$ cat src/verilog/ctr_pkg.sv
// Shared constants, types and register selects for the console terminal register block.
package ctr_pkg;
	// Register selects on the internal register port.
	localparam int         CTR_SEL_W          = 2;
	localparam logic [1:0] CTR_SEL_RX_CTRL    = 2'h0;
	localparam logic [1:0] CTR_SEL_RX_BUFFER  = 2'h1;
	localparam logic [1:0] CTR_SEL_TX_CTRL    = 2'h2;
	localparam logic [1:0] CTR_SEL_TX_BUFFER  = 2'h3;
	// Field positions.
	localparam int         CTR_READY_BIT      = 7;
	localparam int         CTR_IE_BIT         = 6;
	localparam int         CTR_ERROR_BIT      = 15;
	localparam int         CTR_ID_LSB         = 8;
	localparam int         CTR_ID_MSB         = 11;
	localparam int         CTR_DATA_MSB       = 7;
	// Values after reset.
	localparam logic       CTR_RX_READY_RST   = 1'b0;
	localparam logic       CTR_TX_READY_RST   = 1'b1;
	localparam logic       CTR_IE_RST         = 1'b0;
	// Source select codes and console message codes.
	localparam logic [3:0] CTR_ID_TERMINAL    = 4'h0;
	localparam logic [3:0] CTR_ID_CONSOLE     = 4'hf;
	localparam logic [7:0] CTR_MSG_SW_DONE    = 8'h01;
	localparam logic [7:0] CTR_MSG_BOOT       = 8'h02;
	localparam logic [7:0] CTR_MSG_CLR_RESTART = 8'h03;
	localparam logic [7:0] CTR_MSG_CLR_BOOT   = 8'h04;
	// Halt keystroke, control-P.
	localparam logic [7:0] CTR_HALT_KEY       = 8'h10;
	// Interrupt priority level of both requests.
	localparam logic [4:0] CTR_IRQ_LEVEL      = 5'h14;
	// Depth of the receive buffer.
	localparam int         CTR_BUF_DEPTH      = 2;

	// Console mode, Gray coded.
	typedef enum logic [1:0] {
		CTR_MODE_PROGRAM = 2'b00,
		CTR_MODE_CONSOLE = 2'b01
	} ctr_mode_t;

	// Word arriving from the console side.
	typedef struct packed {
		logic       error;
		logic [3:0] source_select_field;
		logic [7:0] data;
	} ctr_rx_word_t;

	// Word leaving toward the console side.
	typedef struct packed {
		logic [3:0] source_select_field;
		logic [7:0] data;
	} ctr_tx_word_t;
endpackage : ctr_pkg

$ cat src/verilog/ctr_console_regs.sv
// Console terminal registers: receive and transmit status and buffers, halt keystroke.
`timescale 1ns/10ps
module ctr_console_regs import ctr_pkg::*; (
	input  wire logic                 clk_in,                // Processor clock.
	input  wire logic                 nrst_in,               // Initialization, active low.
	input  wire logic [CTR_SEL_W-1:0] reg_sel_in,            // Register select.
	input  wire logic                 reg_wr_in,             // Write strobe.
	input  wire logic                 reg_rd_in,             // Read strobe.
	input  wire logic [31:0]          reg_wdata_in,          // Write data.
	output logic [31:0]               reg_rdata_out,         // Read data.
	output logic                      reg_rvalid_out,        // Read data valid pulse.
	output logic                      rx_irq_out,            // Receive interrupt pulse.
	output logic                      tx_irq_out,            // Transmit interrupt pulse.
	output logic [4:0]                interrupt_priority_level_out, // Request level.
	input  wire logic                 term_rx_valid_in,      // Console offers a word.
	output logic                      term_rx_ready_out,     // Block can take it.
	input  wire ctr_rx_word_t         term_rx_word_in,       // Word from console.
	output logic                      term_tx_valid_out,     // Word for console side.
	input  wire logic                 term_tx_ready_in,      // Console side takes it.
	output ctr_tx_word_t              term_tx_word_out,      // Outgoing word.
	input  wire logic                 console_locked_in,     // Console lock switch.
	input  wire logic                 cpu_halted_in,         // Processor halt pulse.
	input  wire logic                 cpu_run_in,            // Processor start pulse.
	output logic                      halt_req_out,          // Halt request pulse.
	output logic                      console_mode_out,      // Console I/O mode level.
	output logic                      cmd_char_valid_out,    // Command character pulse.
	output logic [7:0]                cmd_char_out,          // Command character.
	output logic                      cmdfile_resume_out,    // Resume command file pulse.
	output logic                      boot_req_out,          // Bootstrap request pulse.
	input  wire logic                 restart_begin_in,      // Restart attempt starts.
	input  wire logic                 boot_begin_in,         // Bootstrap attempt starts.
	output logic                      restart_busy_out,      // Restart in progress.
	output logic                      boot_busy_out          // Bootstrap in progress.
);
	logic [1:0]   rst_sync;
	logic         rst_n;
	logic         buf_valid;
	logic         buf_ready;
	ctr_rx_word_t buf_word;
	ctr_mode_t    mode;
	ctr_mode_t    next_mode;
	logic         rx_ready;
	logic         rx_ie;
	ctr_rx_word_t rx_word;
	logic         tx_ready;
	logic         tx_ie;
	logic         tx_pend;
	ctr_tx_word_t tx_word;
	logic         rx_and_q;
	logic         tx_and_q;
	logic         cmdfile_pend;
	logic         next_rx_ready;
	logic         next_rx_ie;
	ctr_rx_word_t next_rx_word;
	logic         next_tx_ready;
	logic         next_tx_ie;
	logic         next_tx_pend;
	ctr_tx_word_t next_tx_word;
	logic         next_cmdfile_pend;
	logic         next_halt_req;
	logic         next_cmd_valid;
	logic [7:0]   next_cmd_char;
	logic         next_resume;
	logic         next_boot_req;
	logic         next_restart_busy;
	logic         next_boot_busy;
	logic [31:0]  next_rdata;
	logic         is_halt_key;
	logic         rd_rx_buf;
	logic         wr_tx_buf;
	ctr_tx_word_t wr_word;
	logic         is_msg;

	////////////////////////////////////////////////////////////////////////////////
	// Reset is released through two flops so every flop leaves reset on one edge.
	always_ff @(posedge clk_in or negedge nrst_in) begin
		if (!nrst_in) begin
			rst_sync <= 2'h0;
		end else begin
			rst_sync <= {rst_sync[0], 1'b1};
		end
	end
	assign rst_n = rst_sync[1];
	// Two-entry buffer absorbs the console while software has not read the last word.
	ctr_pair_fifo #(
		.WIDTH($bits(ctr_rx_word_t)),
		.DEPTH(CTR_BUF_DEPTH)
	) u_rx_fifo (
		.clk_in       (clk_in),
		.rst_n_in     (rst_n),
		.in_valid_in  (term_rx_valid_in),
		.in_ready_out (term_rx_ready_out),
		.in_data_in   (term_rx_word_in),
		.out_valid_out(buf_valid),
		.out_ready_in (buf_ready),
		.out_data_out (buf_word)
	);
	////////////////////////////////////////////////////////////////////////////////
	// Decode of the head word and of register accesses.
	assign is_halt_key = (buf_word.source_select_field == CTR_ID_TERMINAL)
		&& (buf_word.data == CTR_HALT_KEY) && !console_locked_in
		&& (mode == CTR_MODE_PROGRAM);
	assign rd_rx_buf = reg_rd_in && (reg_sel_in == CTR_SEL_RX_BUFFER);
	assign wr_tx_buf = reg_wr_in && (reg_sel_in == CTR_SEL_TX_BUFFER) && tx_ready;
	assign wr_word   = ctr_tx_word_t'({reg_wdata_in[CTR_ID_MSB:CTR_ID_LSB],
		reg_wdata_in[CTR_DATA_MSB:0]});
	assign is_msg    = wr_word.source_select_field == CTR_ID_CONSOLE;
	// Halt keys and console-mode characters never wait on the software buffer.
	assign buf_ready = is_halt_key
		|| ((mode == CTR_MODE_CONSOLE) && (buf_word.source_select_field == CTR_ID_TERMINAL))
		|| !rx_ready;
	// Next values of all control state.
	always_comb begin
		next_mode         = mode;
		next_rx_ready     = rx_ready;
		next_rx_ie        = rx_ie;
		next_rx_word      = rx_word;
		next_tx_ready     = tx_ready;
		next_tx_ie        = tx_ie;
		next_tx_pend      = tx_pend;
		next_tx_word      = tx_word;
		next_cmdfile_pend = cmdfile_pend;
		next_halt_req     = 1'b0;
		next_cmd_valid    = 1'b0;
		next_cmd_char     = cmd_char_out;
		next_resume       = 1'b0;
		next_boot_req     = 1'b0;
		next_restart_busy = restart_busy_out;
		next_boot_busy    = boot_busy_out;
		next_rdata        = reg_rdata_out;
		// A read empties the buffer and its side fields.
		if (rd_rx_buf) begin
			next_rx_ready = 1'b0;
			next_rx_word  = '0;
		end
		// Receive side; a load in the read cycle wins, so no word is lost.
		if (buf_valid && is_halt_key) begin
			next_mode     = CTR_MODE_CONSOLE;
			next_halt_req = 1'b1;
		end else if (buf_valid && (mode == CTR_MODE_CONSOLE)
			&& (buf_word.source_select_field == CTR_ID_TERMINAL)) begin
			next_cmd_valid = 1'b1;
			next_cmd_char  = buf_word.data;
		end else if (buf_valid && !rx_ready) begin
			next_rx_ready = 1'b1;
			next_rx_word  = buf_word;
		end
		// Any other halt also puts the console in charge of the terminal.
		if (cpu_halted_in) begin
			next_mode = CTR_MODE_CONSOLE;
		end else if (cpu_run_in) begin
			next_mode = CTR_MODE_PROGRAM;
		end
		// Enable bits are plain read/write.
		if (reg_wr_in && (reg_sel_in == CTR_SEL_RX_CTRL)) begin
			next_rx_ie = reg_wdata_in[CTR_IE_BIT];
		end
		if (reg_wr_in && (reg_sel_in == CTR_SEL_TX_CTRL)) begin
			next_tx_ie = reg_wdata_in[CTR_IE_BIT];
		end
		// Transmit: messages finish at once, other words wait on the console side.
		if (tx_pend && term_tx_ready_in) begin
			next_tx_pend  = 1'b0;
			next_tx_ready = 1'b1;
		end
		if (wr_tx_buf) begin
			next_tx_ready = is_msg;
			if (is_msg) begin
				case (wr_word.data)
					CTR_MSG_SW_DONE:     next_cmdfile_pend = 1'b1;
					CTR_MSG_BOOT:        next_boot_req     = 1'b1;
					CTR_MSG_CLR_RESTART: next_restart_busy = 1'b0;
					CTR_MSG_CLR_BOOT:    next_boot_busy    = 1'b0;
					default:             next_boot_req     = 1'b0;
				endcase
			end else begin
				next_tx_pend = 1'b1;
				next_tx_word = wr_word;
			end
		end
		// Progress flags: a new attempt wins over a clearing message.
		if (restart_begin_in) begin
			next_restart_busy = 1'b1;
		end
		if (boot_begin_in) begin
			next_boot_busy = 1'b1;
		end
		// Resume the command file on the first halt; a fresh done message stays pending.
		if ((cpu_halted_in || (buf_valid && is_halt_key)) && cmdfile_pend) begin
			next_resume       = 1'b1;
			next_cmdfile_pend = wr_tx_buf && is_msg && (wr_word.data == CTR_MSG_SW_DONE);
		end
		// Read data, captured before this cycle's clears.
		if (reg_rd_in) begin
			case (reg_sel_in)
				CTR_SEL_RX_CTRL:   next_rdata = {24'h0, rx_ready, rx_ie, 6'h0};
				CTR_SEL_RX_BUFFER: next_rdata = {16'h0, rx_word.error, 3'h0,
					rx_word.source_select_field, rx_word.data};
				CTR_SEL_TX_CTRL:   next_rdata = {24'h0, tx_ready, tx_ie, 6'h0};
				default:           next_rdata = 32'h0;
			endcase
		end
	end
	// State registers; initialization gives the architectural reset values.
	always_ff @(posedge clk_in or negedge rst_n) begin
		if (!rst_n) begin
			mode               <= CTR_MODE_PROGRAM;
			rx_ready           <= CTR_RX_READY_RST;
			rx_ie              <= CTR_IE_RST;
			rx_word            <= '0;
			tx_ready           <= CTR_TX_READY_RST;
			tx_ie              <= CTR_IE_RST;
			tx_pend            <= 1'b0;
			tx_word            <= '0;
			cmdfile_pend       <= 1'b0;
			rx_and_q           <= 1'b0;
			tx_and_q           <= 1'b0;
			halt_req_out       <= 1'b0;
			cmd_char_valid_out <= 1'b0;
			cmd_char_out       <= 8'h00;
			cmdfile_resume_out <= 1'b0;
			boot_req_out       <= 1'b0;
			restart_busy_out   <= 1'b0;
			boot_busy_out      <= 1'b0;
			reg_rdata_out      <= 32'h0;
			reg_rvalid_out     <= 1'b0;
		end else begin
			mode               <= next_mode;
			rx_ready           <= next_rx_ready;
			rx_ie              <= next_rx_ie;
			rx_word            <= next_rx_word;
			tx_ready           <= next_tx_ready;
			tx_ie              <= next_tx_ie;
			tx_pend            <= next_tx_pend;
			tx_word            <= next_tx_word;
			cmdfile_pend       <= next_cmdfile_pend;
			rx_and_q           <= rx_ie && rx_ready;
			tx_and_q           <= tx_ie && tx_ready;
			halt_req_out       <= next_halt_req;
			cmd_char_valid_out <= next_cmd_valid;
			cmd_char_out       <= next_cmd_char;
			cmdfile_resume_out <= next_resume;
			boot_req_out       <= next_boot_req;
			restart_busy_out   <= next_restart_busy;
			boot_busy_out      <= next_boot_busy;
			reg_rdata_out      <= next_rdata;
			reg_rvalid_out     <= reg_rd_in;
		end
	end
	////////////////////////////////////////////////////////////////////////////////
	// Interrupts fire on the rising edge of enable AND ready, whichever came last.
	assign rx_irq_out = rx_ie && rx_ready && !rx_and_q;
	assign tx_irq_out = tx_ie && tx_ready && !tx_and_q;
	assign interrupt_priority_level_out = CTR_IRQ_LEVEL;
	assign term_tx_valid_out = tx_pend;
	assign term_tx_word_out  = tx_word;
	assign console_mode_out  = (mode == CTR_MODE_CONSOLE);
endmodule : ctr_console_regs

$ cat src/verilog/ctr_pair_fifo.sv
// Small FIFO with valid and ready on both sides, used in the receive path.
`timescale 1ns/10ps
module ctr_pair_fifo import ctr_pkg::*; #(
	parameter int WIDTH = 13,
	parameter int DEPTH = CTR_BUF_DEPTH
) (
	input  wire logic             clk_in,       // Clock.
	input  wire logic             rst_n_in,     // Synchronised reset, active low.
	input  wire logic             in_valid_in,  // Word offered.
	output logic                  in_ready_out, // Room for a word.
	input  wire logic [WIDTH-1:0] in_data_in,   // Word in.
	output logic                  out_valid_out, // Word available.
	input  wire logic             out_ready_in, // Drain takes the word.
	output logic [WIDTH-1:0]      out_data_out  // Oldest word.
);
	localparam int AW = (DEPTH > 1) ? $clog2(DEPTH) : 1;
	localparam logic [AW-1:0] LAST = AW'(DEPTH - 1);
	localparam logic [AW:0]   FULL = (AW + 1)'(DEPTH);

	logic [WIDTH-1:0] mem [DEPTH];
	logic [AW-1:0]    wr_ptr;
	logic [AW-1:0]    rd_ptr;
	logic [AW:0]      count;
	logic [AW-1:0]    next_wr_ptr;
	logic [AW-1:0]    next_rd_ptr;
	logic [AW:0]      next_count;
	logic             push;
	logic             pop;

	////////////////////////////////////////////////////////////////////////////////
	// Full and empty come straight from the count, so back-pressure is exact.
	assign in_ready_out  = (count != FULL);
	assign out_valid_out = (count != '0);
	assign out_data_out  = mem[rd_ptr];
	assign push          = in_valid_in && in_ready_out;
	assign pop           = out_valid_out && out_ready_in;

	// Pointer and count updates.
	always_comb begin
		next_wr_ptr = wr_ptr;
		next_rd_ptr = rd_ptr;
		next_count  = count;
		if (push) begin
			next_wr_ptr = (wr_ptr == LAST) ? '0 : wr_ptr + 1'b1;
		end
		if (pop) begin
			next_rd_ptr = (rd_ptr == LAST) ? '0 : rd_ptr + 1'b1;
		end
		if (push && !pop) begin
			next_count = count + 1'b1;
		end else if (pop && !push) begin
			next_count = count - 1'b1;
		end
	end

	// State registers.
	always_ff @(posedge clk_in or negedge rst_n_in) begin
		if (!rst_n_in) begin
			wr_ptr <= '0;
			rd_ptr <= '0;
			count  <= '0;
		end else begin
			wr_ptr <= next_wr_ptr;
			rd_ptr <= next_rd_ptr;
			count  <= next_count;
		end
	end

	// Storage needs no reset; an empty slot is never read as valid.
	always_ff @(posedge clk_in) begin
		if (push) begin
			mem[wr_ptr] <= in_data_in;
		end
	end
endmodule : ctr_pair_fifo

$ cat config.mk
export PLATFORM = sky130hd
export DESIGN_NAME = ctr_console_regs
export DESIGN_NICKNAME = d
export VERILOG_FILES = /design/src/verilog/ctr_pkg.sv /design/src/verilog/ctr_console_regs.sv /design/src/verilog/ctr_pair_fifo.sv
export SDC_FILE = /design/constraint.sdc
export NUM_CORES = 1
export LEC_CHECK = 0
export CORE_UTILIZATION = 55
export DETAILED_ROUTE_END_ITERATION = 8
export DONT_BUFFER_PORTS = 1
export GPL_TIMING_DRIVEN = 0
export PLACE_DENSITY = 0.77
export SLEW_MARGIN = 20
export SYNTH_ARGS = -nofsm -noshare
export SYNTH_HDL_FRONTEND = slang
export SYNTH_SLANG_ARGS = --single-unit
$ cat constraint.sdc
create_clock -name clk_in -period 2.15 [get_ports clk_in]
set_input_delay 0.1075 -clock clk_in [delete_from_list [all_inputs] [get_ports clk_in]]
set_output_delay 0.1075 -clock clk_in [all_outputs]
set_load 0.01 [all_outputs]
==> flow_metrics.env, run 1 <==
export IMPL_relSlewSlack=0.555
export IMPL_grt_pass1_vias=2478
export IMPL_grt_usage=0.215
export IMPL_synth_seq_area_share=0.635
export IMPL_synth_top_area_share=0.429
export IMPL_fp_dieW_um=86.3
export IMPL_clock_sinks=94
export IMPL_fmax_mhz=443
export IMPL_finalHoldViolations=0
export IMPL_ys_ff_latch=94
export IMPL_finalNonFillerCells=523
export IMPL_reg2reg_depth=9
export IMPL_root_buffer="clkbuf_8"
export IMPL_synth_commonest_cells="dfrtp_1 (67), nand2_1 (54), mux2i_1 (28)"
export IMPL_port_buffers=0
export IMPL_dpl_hpwl_um=4950
export IMPL_final_setup_viol_count=13
export IMPL_gr_total_overflow=0
export IMPL_dieArea_um2=7450
export IMPL_min_path_type="in -> reg"
export IMPL_maxCapViolCount=0
export IMPL_synth_edff_count=26
export IMPL_cp_required_ns=2.42
export IMPL_htree_num_levels=3
export IMPL_crit_type="reg -> reg"
export IMPL_worstSetupStartpointType="flip-flop"
export IMPL_yosysMostFrequentCell="dfrtp_1"
export IMPL_synth_area_leader_cell="dfrtp_1"
export IMPL_wl_per_cell_um=15.4
export IMPL_grt_first_pass_wirelength_um=11900
export IMPL_run_status="finished, violations left"
export IMPL_globalplace_congestion=0.799
export IMPL_worstPathMaxFanout=6
export IMPL_syn_avg_cell_area_um2=11.9
export IMPL_firstDrtPassIters=4
export IMPL_drv_slew=0
export IMPL_worstPathArrival_ns=2.53
export IMPL_dpl_instance_area_um2=4140
export IMPL_async_flop_share=0.723
export IMPL_start_util=0.573
export IMPL_fin_util=0.742
export IMPL_finClkSkew_ns=0.0124
export IMPL_antenna_found_initial=0
export IMPL_cts_buffer_depth=2
export IMPL_synth_cells=328
export IMPL_max_slew_worst_pin_slew_ns=0.667
export IMPL_dp_cells=448
export IMPL_p_leak_nw=2.30
export IMPL_rsz0062_at_grt="true"
export IMPL_chipHeight_um=86.3
export IMPL_finalCriticalPeriod_ns=2.26
export IMPL_cts_made_buffers=9
export IMPL_coreArea_um2=6830
export IMPL_cts_tree="built"
export IMPL_vias=2617
export IMPL_fp_row_count=30
export IMPL_netlist_area_um2=3910
export IMPL_drt_iter0_markers=104
export IMPL_netlist_top_cells_area="dfrtp_1 (43%), edfxtp_1 (20%), mux2i_1 (7.2%), nand2_1 (5.2%), buf_4 (4.8%)"
export IMPL_layout_drive_gt1_share=0.218
export IMPL_period_share=1.05
export IMPL_drt_total_wl_um=8060
export IMPL_ant_nets=0
export IMPL_fin_nets=481
export IMPL_min_path_cells=3
export IMPL_p_per_area_nw_per_um2=1190
export IMPL_antennaDiodeCount=0
export IMPL_clk_pin_slew_ns=0.09
export IMPL_ios=127
export IMPL_drc=0
export IMPL_end_kind="flip-flop"
export IMPL_ys_warnings_count=0
export IMPL_area_delta_synth_final_pct=29.5
export IMPL_fin_area_um2=5070
export IMPL_yosysUniqueCellTypes=41
export IMPL_fin_ws_ns=-0.110
export IMPL_synth_ff_type="dfrtp_1"
export IMPL_violations="negative setup slack"
export IMPL_preCtsSetupSlack_ns=-0.324
export IMPL_irDropWorstVdd_mv=0.980
export IMPL_grt_max_degree=35
export IMPL_clk_latency_ns=0.35
export IMPL_vias_per_cell=5.00
kinds of logic (layout without fill, tap and decap cells):
logic type,after synthesis,count (layout),synth area share
AND/OR/NAND/NOR,107,107,0.129
flip-flops,94,94,0.635
buffers and inverters,52,128,0.0822
AO/OA/AOI/OAI,37,37,0.0601
multiplexers,30,30,0.0774
XOR/XNOR,5,5,0.0112
other,2,25,0.00192
adder cells (fa/ha/maj),1,1,0.00320
path summary, 6_finish.rpt:
kind                                   from                to  slack, ns
setup / recovery           u_rx_fifo.rd_ptr        rx_word[5]      -0.11
hold / removal                reg_sel_in[1]  reg_rdata_out[6]       0.01
setup reg to reg           u_rx_fifo.rd_ptr        rx_word[5]      -0.11
hold reg to reg                 rst_sync[1]  reg_rdata_out[1]       0.28
max in group asynchronous       rst_sync[1]  u_rx_fifo.rd_ptr       1.33
min in group asynchronous       rst_sync[1]  reg_rdata_out[1]       0.28
state kept, by name, summed over array words and instances, names as in the netlist, 2 cells and up:
name              flops
term_tx_word_out     12
u_rx_fifo.count       2
rst_sync              2
cmd_char_out          8
rx_word              13
u_rx_fifo.mem        26
reg_rdata_out        13
power breakdown:
group / switching [mW] / total, mW / internal [mW]
Sequential: 0.532 / 2.95 / 2.42
Combinational: 0.875 / 1.91 / 1.03
Clock: 0.605 / 1.15 / 0.541
layout by cell type, fill, tap and decap left out, types with 2 or more instances in the layout:
master,Yosys,routed
dfrtp_1,67,65
nand2_1,54,54
buf_4,25,44
dlygate4sd3_1,0,37
edfxtp_1,26,26
conb_1,2,25
mux2i_1,28,22
nor2_1,22,21
inv_1,16,16
o21ai_0,14,14
a21oi_1,14,13
clkbuf_1,7,9
clkbuf_8,0,9
mux2i_4,0,6
nor2b_1,6,6
buf_12,1,4
nand4_1,3,3
xnor2_1,3,3
o22a_1,3,3
nor3_2,1,2
nor3b_1,3,2
or2_2,2,2
nand2b_1,2,2
and2_1,2,2
a21o_1,2,2
nand3b_1,2,2
mux2_2,2,2
clkinvlp_4,0,2
clkbuf_16,0,2
critical path: stages (launching register included):
cell	delay (ns)
dfrtp_2	0.42
buf_12	0.15
mux2i_4	0.27
nand4b_1	0.26
buf_4	0.23
nor4_4	0.23
or4_4	0.18
buf_8	0.12
buf_12	0.12
mux2i_1	0.20
metal layers:
layer  GRT usage  routed length [um]
met1       0.259                3250
met2       0.367                4210
met3      0.0467                 460
met4       0.109                 146
met5           0                   0
metrics by stage:
step	setup TNS [ns]	total power, mW	hold slack [ns]
final	-1.02	6.01	0.0139
after global routing	-1.93	6.33	0.000864
after CTS	-0.362	5.65	0.000666
after detailed placement	-2.01	4.24	-0.188
after global placement	-36.72	4.16	-0.188
after floorplan	0	3.90	-0.188
repair_timing:
action,CTS,global route
setup buffers,9,13
endpoints found under the hold margin,58,0
hold buffers,37,0
pin swaps,3,10
resized for setup,19,11
cloned,0,2
endpoints found under the setup margin,15,16
area by class of cell:
type	instances	area [um^2]
flip-flops and latches	94	2490
fillers	459	1770
multi-input cells	205	1330
repair buffers	60	591
plain buffers	36	287
clock buffers	11	131
well taps	96	120
inverters	16	60.1
clock inverters	5	58.8
(Power assumes the default switching activity.)
==> run 2: changes to the inputs <==
--- a/config.mk
+++ b/config.mk
@@ -11,4 +11,5 @@
 export GPL_TIMING_DRIVEN = 0
 export PLACE_DENSITY = 0.77
+export REMOVE_ABC_BUFFERS = 1
 export SLEW_MARGIN = 20
 export SYNTH_ARGS = -nofsm -noshare
==> constraint.sdc (replaced) <==
create_clock -name clk_in -period 2.15 [get_ports clk_in]
set_input_delay 0.1075 -clock clk_in [delete_from_list [all_inputs] [get_ports clk_in]]
set_output_delay 0.1075 -clock clk_in [all_outputs]
set_load 0.005 [all_outputs]
==> run 2 against run 1 <==
Net effect:
- the flow still finishes with violations (negative setup slack)
- maximum frequency about the same
- non-clock buffer count fell by 46
- die area is the same
- clock skew shrank 0.0039 ns
- global-route usage shrank 0.052 points
- combinational power decreased by 20%
- total power shrank 7.7%
- clock power decreased by 4%
- flip-flop and latch count stayed put
- sequential power decreased by 1%
- final cell count decreased by 8.8%
- hold slack hardly changed
- critical endpoint is now rx_word[2]
- largest power group unchanged
==> flow_metrics.env, run 2 (synthesis gave the netlist of run 1 again) <==
export IMPL_globalplace_congestion=0.735
export IMPL_rr_startpoint="u_rx_fifo.rd_ptr"
export IMPL_antennaDiodeCount=0
export IMPL_relSlewSlack=0.302
export IMPL_worstPathMaxFanout=14
export IMPL_drt_total_wl_um=7920
export IMPL_ios=127
export IMPL_cp_required_ns=2.42
export IMPL_p_comb_frac=0.276
export IMPL_cts_tree="built"
export IMPL_vias=2453
export IMPL_p_leak_nw=2.08
export IMPL_clk_latency_ns=0.36
export IMPL_coreArea_um2=6830
export IMPL_min_path_type="in -> reg"
export IMPL_chipHeight_um=86.3
export IMPL_swShare=0.343
export IMPL_cp_cell_sequence="buf_8 > nor3_4 > o2111ai_4 > nor4_2 > or4_4 > mux2i_1"
export IMPL_firstDrtPassIters=4
export IMPL_vias_per_cell=5.14
export IMPL_switchingPower_mw=1.90
export IMPL_grt_pass1_vias=2319
export IMPL_largest_register_ffs=26
export IMPL_top_regs="u_rx_fifo.mem (26), reg_rdata_out (13), rx_word (13)"
export IMPL_cts_buffer_depth=2
export IMPL_drc=0
export IMPL_dieArea_um2=7450
export IMPL_grt_max_degree=48
export IMPL_startpoint="u_rx_fifo.rd_ptr"
export IMPL_critPathTopFamily="simple AND/OR/NAND/NOR gates"
export IMPL_antenna_found_initial=0
export IMPL_fp_row_count=30
export IMPL_max_slew_worst_pin_slew_ns=1.04
export IMPL_finClkSkew_ns=0.00854
export IMPL_htree_num_levels=3
export IMPL_dpl_hpwl_um=4480
export IMPL_layout_drive_gt1_share=0.147
export IMPL_final_setup_viol_count=14
export IMPL_final_common_cell="dfrtp_1"
export IMPL_mostFrequentLayoutCells="dfrtp_1 (65), nand2_1 (54), dlygate4sd3_1 (38), edfxtp_1 (26), conb_1 (25)"
export IMPL_irDropWorstVdd_mv=0.619
export IMPL_slowest_delay_ns=0.60
export IMPL_fin_nets=435
export IMPL_slowest_stage="dfrtp_4"
export IMPL_fill_cells=500
export IMPL_run_status="finished, violations left"
export IMPL_crit_end="rx_word[2]"
export IMPL_fmax_mhz=442
export IMPL_clock_sinks=94
export IMPL_gr_total_overflow=0
export IMPL_root_buffer="clkbuf_8"
export IMPL_area_delta_synth_final_pct=20.6
export IMPL_grt_first_pass_wirelength_um=11800
export IMPL_cts_made_buffers=9
export IMPL_maxCapViolCount=0
export IMPL_p_int_mw=3.64
export IMPL_start_util=0.573
export IMPL_fin_util=0.691
export IMPL_violations="negative setup slack"
export IMPL_critPathBufInv=1
export IMPL_worstSetupStartpointType="flip-flop"
export IMPL_drt_iter0_markers=114
export IMPL_ant_nets=0
export IMPL_rr_endpoint="rx_word[2]"
export IMPL_sequentialPowerShare=0.525
export IMPL_period_share=1.05
export IMPL_drv_slew=0
export IMPL_finalCriticalPeriod_ns=2.26
export IMPL_p_per_area_nw_per_um2=1180
export IMPL_fp_dieW_um=86.3
export IMPL_rsz0062_at_grt="true"
export IMPL_wl_per_cell_um=16.6
export IMPL_grt_usage=0.215
export IMPL_clk_pin_slew_ns=0.10
export IMPL_timing_hold_ws_ns=0.0138
export IMPL_clock_power_share=0.199
export IMPL_worstPathArrival_ns=2.53
export IMPL_end_kind="flip-flop"
export IMPL_top_register="u_rx_fifo.mem"
export IMPL_fin_ws_ns=-0.110
export IMPL_total_power_mw=5.55
export IMPL_crit_type="reg -> reg"
export IMPL_r2r_slack_ns=-0.11
export IMPL_finalHoldViolations=0
export IMPL_path_depth=6
export IMPL_reg2reg_depth=6
export IMPL_port_buffers=0
run 2: layout make-up:
type                            count  area (um^2)  share of cell area
Clock buffer                        9          124              0.0263
Clock inverter                      7         65.1              0.0138
Inverter                           16         60.1              0.0127
Multi-Input combinational cell    205         1360               0.288
Sequential cell                    94         2490               0.528
Tap cell                           96          120              0.0255
Timing Repair Buffer               50          498               0.106
run 2: how the worst min path moves through the flow:
stage / start / to / slack (ns) / cells past startpoint
6_report: reg_sel_in[0] / tx_ie / 0.01 / 2
5_1_grt: reg_sel_in[1] / rx_ie / 0.001 / 2
4_1_cts: reg_sel_in[0] / tx_ie / 0.0008 / 2
3_5_place_dp: nrst_in / rst_sync[0] / -0.19 / 0
3_3_place_gp: nrst_in / rst_sync[1] / -0.19 / 0
2_1_floorplan: nrst_in / rst_sync[0] / -0.19 / 0
run 2: power by group through the flow:
stage               registers, mW  logic [mW]  clock network [mW]
finish                       2.91        1.53                1.10
global route                 2.97        1.68                1.20
CTS                          2.88        1.40                1.12
detailed placement           2.90        1.07                   0
global placement             2.90        1.00                   0
floorplan                    2.78       0.875                   0
run 2: per-layer routing:
metal	share of wire	GRT usage	routed length, um
met1	0.40	0.253	3160
met2	0.53	0.361	4170
met3	0.053	0.0743	422
met4	0.020	0.0879	162
met5	0	0	0
run 2: through the flow:
step	area, um^2	setup WS [ns]	std cells	setup TNS (ns)
finish	4720	-0.110	477	-1.08
global route	4720	-0.261	477	-2.57
CTS	4630	-0.0713	474	-0.380
detailed placement	3890	-0.783	412	-15.24
global placement	3860	-0.702	411	-51.15
floorplan	3740	-0.296	315	-4.52
run 2: repair_timing:
item                                    CTS  global route
gates resized for setup                  24            10
setup buffers                             9             2
endpoints found under the setup margin   29            17
hold buffers                             37             1
hold endpoints to repair                 66             1
pin swaps                                 6             6
run 2: worst reg2reg max path: stages (launching register included):
cell and delay (ns):
dfrtp_4 0.60, buf_8 0.19, nor3_4 0.18, o2111ai_4 0.19
nor4_2 0.42, or4_4 0.35, mux2i_1 0.24
==> run 3: changes to the inputs <==
BUFFER_PORTS_ARGS = -buffer_cell sky130_fd_sc_hd__buf_2   (was default)
CORE_UTILIZATION = 45   (was 55)
DONT_BUFFER_PORTS = default   (was 1)
PLACE_DENSITY = 0.79   (was 0.77)
==> run 3 against run 2 <==
Net effect:
- the run still ends with negative setup slack left
- first-iteration DRC count down 30%
- flip-flop and latch count unchanged
- register-to-register slack worse by 0.05 ns
- hold slack better by 0.0086 ns
- die area up 22%
- sequential share of layout area down 4.0 points
- sequential power down 3%
- cell area up 8.1%
- largest power group unchanged
==> flow_metrics.env, run 3 (synthesis gave the netlist of run 1 again) <==
export IMPL_cts_buffer_depth=2
export IMPL_crit_type="reg -> reg"
export IMPL_dp_cells=503
export IMPL_relSlewSlack=0.487
export IMPL_root_buffer="clkbuf_8"
export IMPL_globalplace_congestion=0.711
export IMPL_cts_made_buffers=9
export IMPL_min_path_cells=1
export IMPL_final_setup_viol_count=15
export IMPL_irDropWorstVdd_mv=0.785
export IMPL_fp_row_count=33
export IMPL_clk_pin_slew_ns=0.10
export IMPL_fmax_mhz=433
export IMPL_rsz0062_at_grt="true"
export IMPL_worstSetupStartpointType="flip-flop"
export IMPL_highest_layer="met4"
export IMPL_fin_nets=511
export IMPL_reg2reg_depth=7
export IMPL_min_to="reg_rvalid_out"
export IMPL_ios=127
export IMPL_wl_met2_um=4320
export IMPL_firstDrtPassIters=5
export IMPL_rr_endpoint="rx_word[5]"
export IMPL_r2r_slack_ns=-0.16
export IMPL_grt_usage=0.189
export IMPL_drc=0
export IMPL_max_slew_worst_pin_slew_ns=0.768
export IMPL_route_met3_wl_um=434
export IMPL_worstHoldStart="reg_rd_in"
export IMPL_finalHoldViolations=0
export IMPL_worstPathArrival_ns=2.58
export IMPL_top_register="u_rx_fifo.mem"
export IMPL_fin_ws_ns=-0.160
export IMPL_finalNonFillerCells=562
export IMPL_fin_util=0.615
export IMPL_p_per_area_nw_per_um2=1170
export IMPL_ant_nets=0
export IMPL_rr_startpoint="u_rx_fifo.rd_ptr"
export IMPL_drt_total_wl_um=8350
export IMPL_fp_dieW_um=95.2
export IMPL_final_common_cell="buf_2"
export IMPL_drv_slew=0
export IMPL_dieArea_um2=9070
export IMPL_gr_total_overflow=0
export IMPL_area_delta_synth_final_pct=30.5
export IMPL_antenna_found_initial=0
export IMPL_maxCapViolCount=0
export IMPL_grt_pass1_vias=2589
export IMPL_layout_drive_gt1_share=0.315
export IMPL_wl_met1_um=3480
export IMPL_htree_num_levels=3
export IMPL_period_share=1.07
export IMPL_p_leak_nw=2.42
export IMPL_total_power_mw=5.98
export IMPL_mostFrequentLayoutCells="buf_2 (82), dfrtp_1 (65), nand2_1 (54), dlygate4sd3_1 (27), edfxtp_1 (26)"
export IMPL_finClkSkew_ns=0.0109
export IMPL_dpl_hpwl_um=5300
export IMPL_coreArea_um2=8300
export IMPL_port_buffers=82
export IMPL_vias_per_cell=4.83
export IMPL_grt_max_degree=49
export IMPL_min_path_type="in -> reg"
export IMPL_end_kind="flip-flop"
export IMPL_cts_tree="built"
export IMPL_worstPathMaxFanout=14
export IMPL_preCtsSetupSlack_ns=-0.830
export IMPL_run_status="finished, violations left"
export IMPL_vias=2717
export IMPL_clock_sinks=94
export IMPL_largest_register_ffs=26
export IMPL_grt_first_pass_wirelength_um=12800
export IMPL_timing_hold_ws_ns=0.0224
export IMPL_wl_per_cell_um=14.9
export IMPL_start_util=0.471
export IMPL_antennaDiodeCount=0
export IMPL_finalCriticalPeriod_ns=2.31
export IMPL_violations="negative setup slack"
export IMPL_cp_required_ns=2.42
export IMPL_drt_iter0_markers=80
export IMPL_top_regs="u_rx_fifo.mem (26), reg_rdata_out (13), rx_word (13)"
export IMPL_clk_latency_ns=0.35
export IMPL_chipHeight_um=95.2
[run 3: worst max path at each step]
stage                           startpoint     endpoint  slack, ns  cells past startpoint
after CTS                 u_rx_fifo.rd_ptr  rx_word[11]      -0.03                      6
after global placement    u_rx_fifo.rd_ptr   rx_word[7]      -0.76                      5
after detailed placement  u_rx_fifo.rd_ptr  rx_word[11]      -0.83                      5
final                     u_rx_fifo.rd_ptr   rx_word[5]      -0.16                      7
after floorplan           u_rx_fifo.rd_ptr   rx_word[0]      -0.30                      5
after global routing      u_rx_fifo.rd_ptr  rx_word[11]      -0.30                      7
[run 3: per-stage QoR]
stage	TNS (ns)	instance area [um^2]
after global placement	-50.30	4280
after CTS	-0.123	5050
after detailed placement	-16.69	4310
final	-1.87	5100
after global routing	-3.92	5100
after floorplan	-4.52	3740
[run 3: repair_timing]
action                                  CTS  global route
cloned                                    0             0
endpoints found under the setup margin   29            16
hold buffers                             27             0
resized for setup                        30             6
hold endpoints to repair                 40             0
buffers inserted                         13             3
pin swaps                                 5             4
[run 3: layer usage]
metal,GRT usage,up-vias
met1,0.248,1307
met5,0,-
met2,0.307,106
met4,0.0593,0
met3,0.0486,9
li1,-,1295
[run 3: layout make-up]
class                           instances  area [um^2]
Fill cell                             650         3200
Sequential cell                        94         2490
Multi-Input combinational cell        205         1380
Timing Repair Buffer                  126          836
Clock buffer                           11          151
Tap cell                              105          131
Inverter                               16         60.1
Clock inverter                          5         55.1
[run 3: worst max-delay path: stages, from the launching register on]
cell,delay (ns)
dfrtp_4,0.57
buf_6,0.17
buf_4,0.14
mux2i_4,0.28
nand2_1,0.12
nor4_2,0.33
or4_4,0.37
mux2i_1,0.24
[run 3: power breakdown]
group	switching, mW	total (mW)	internal, mW
Combinational	0.940	1.94	1.00
Clock	0.612	1.21	0.601
Sequential	0.397	2.82	2.43
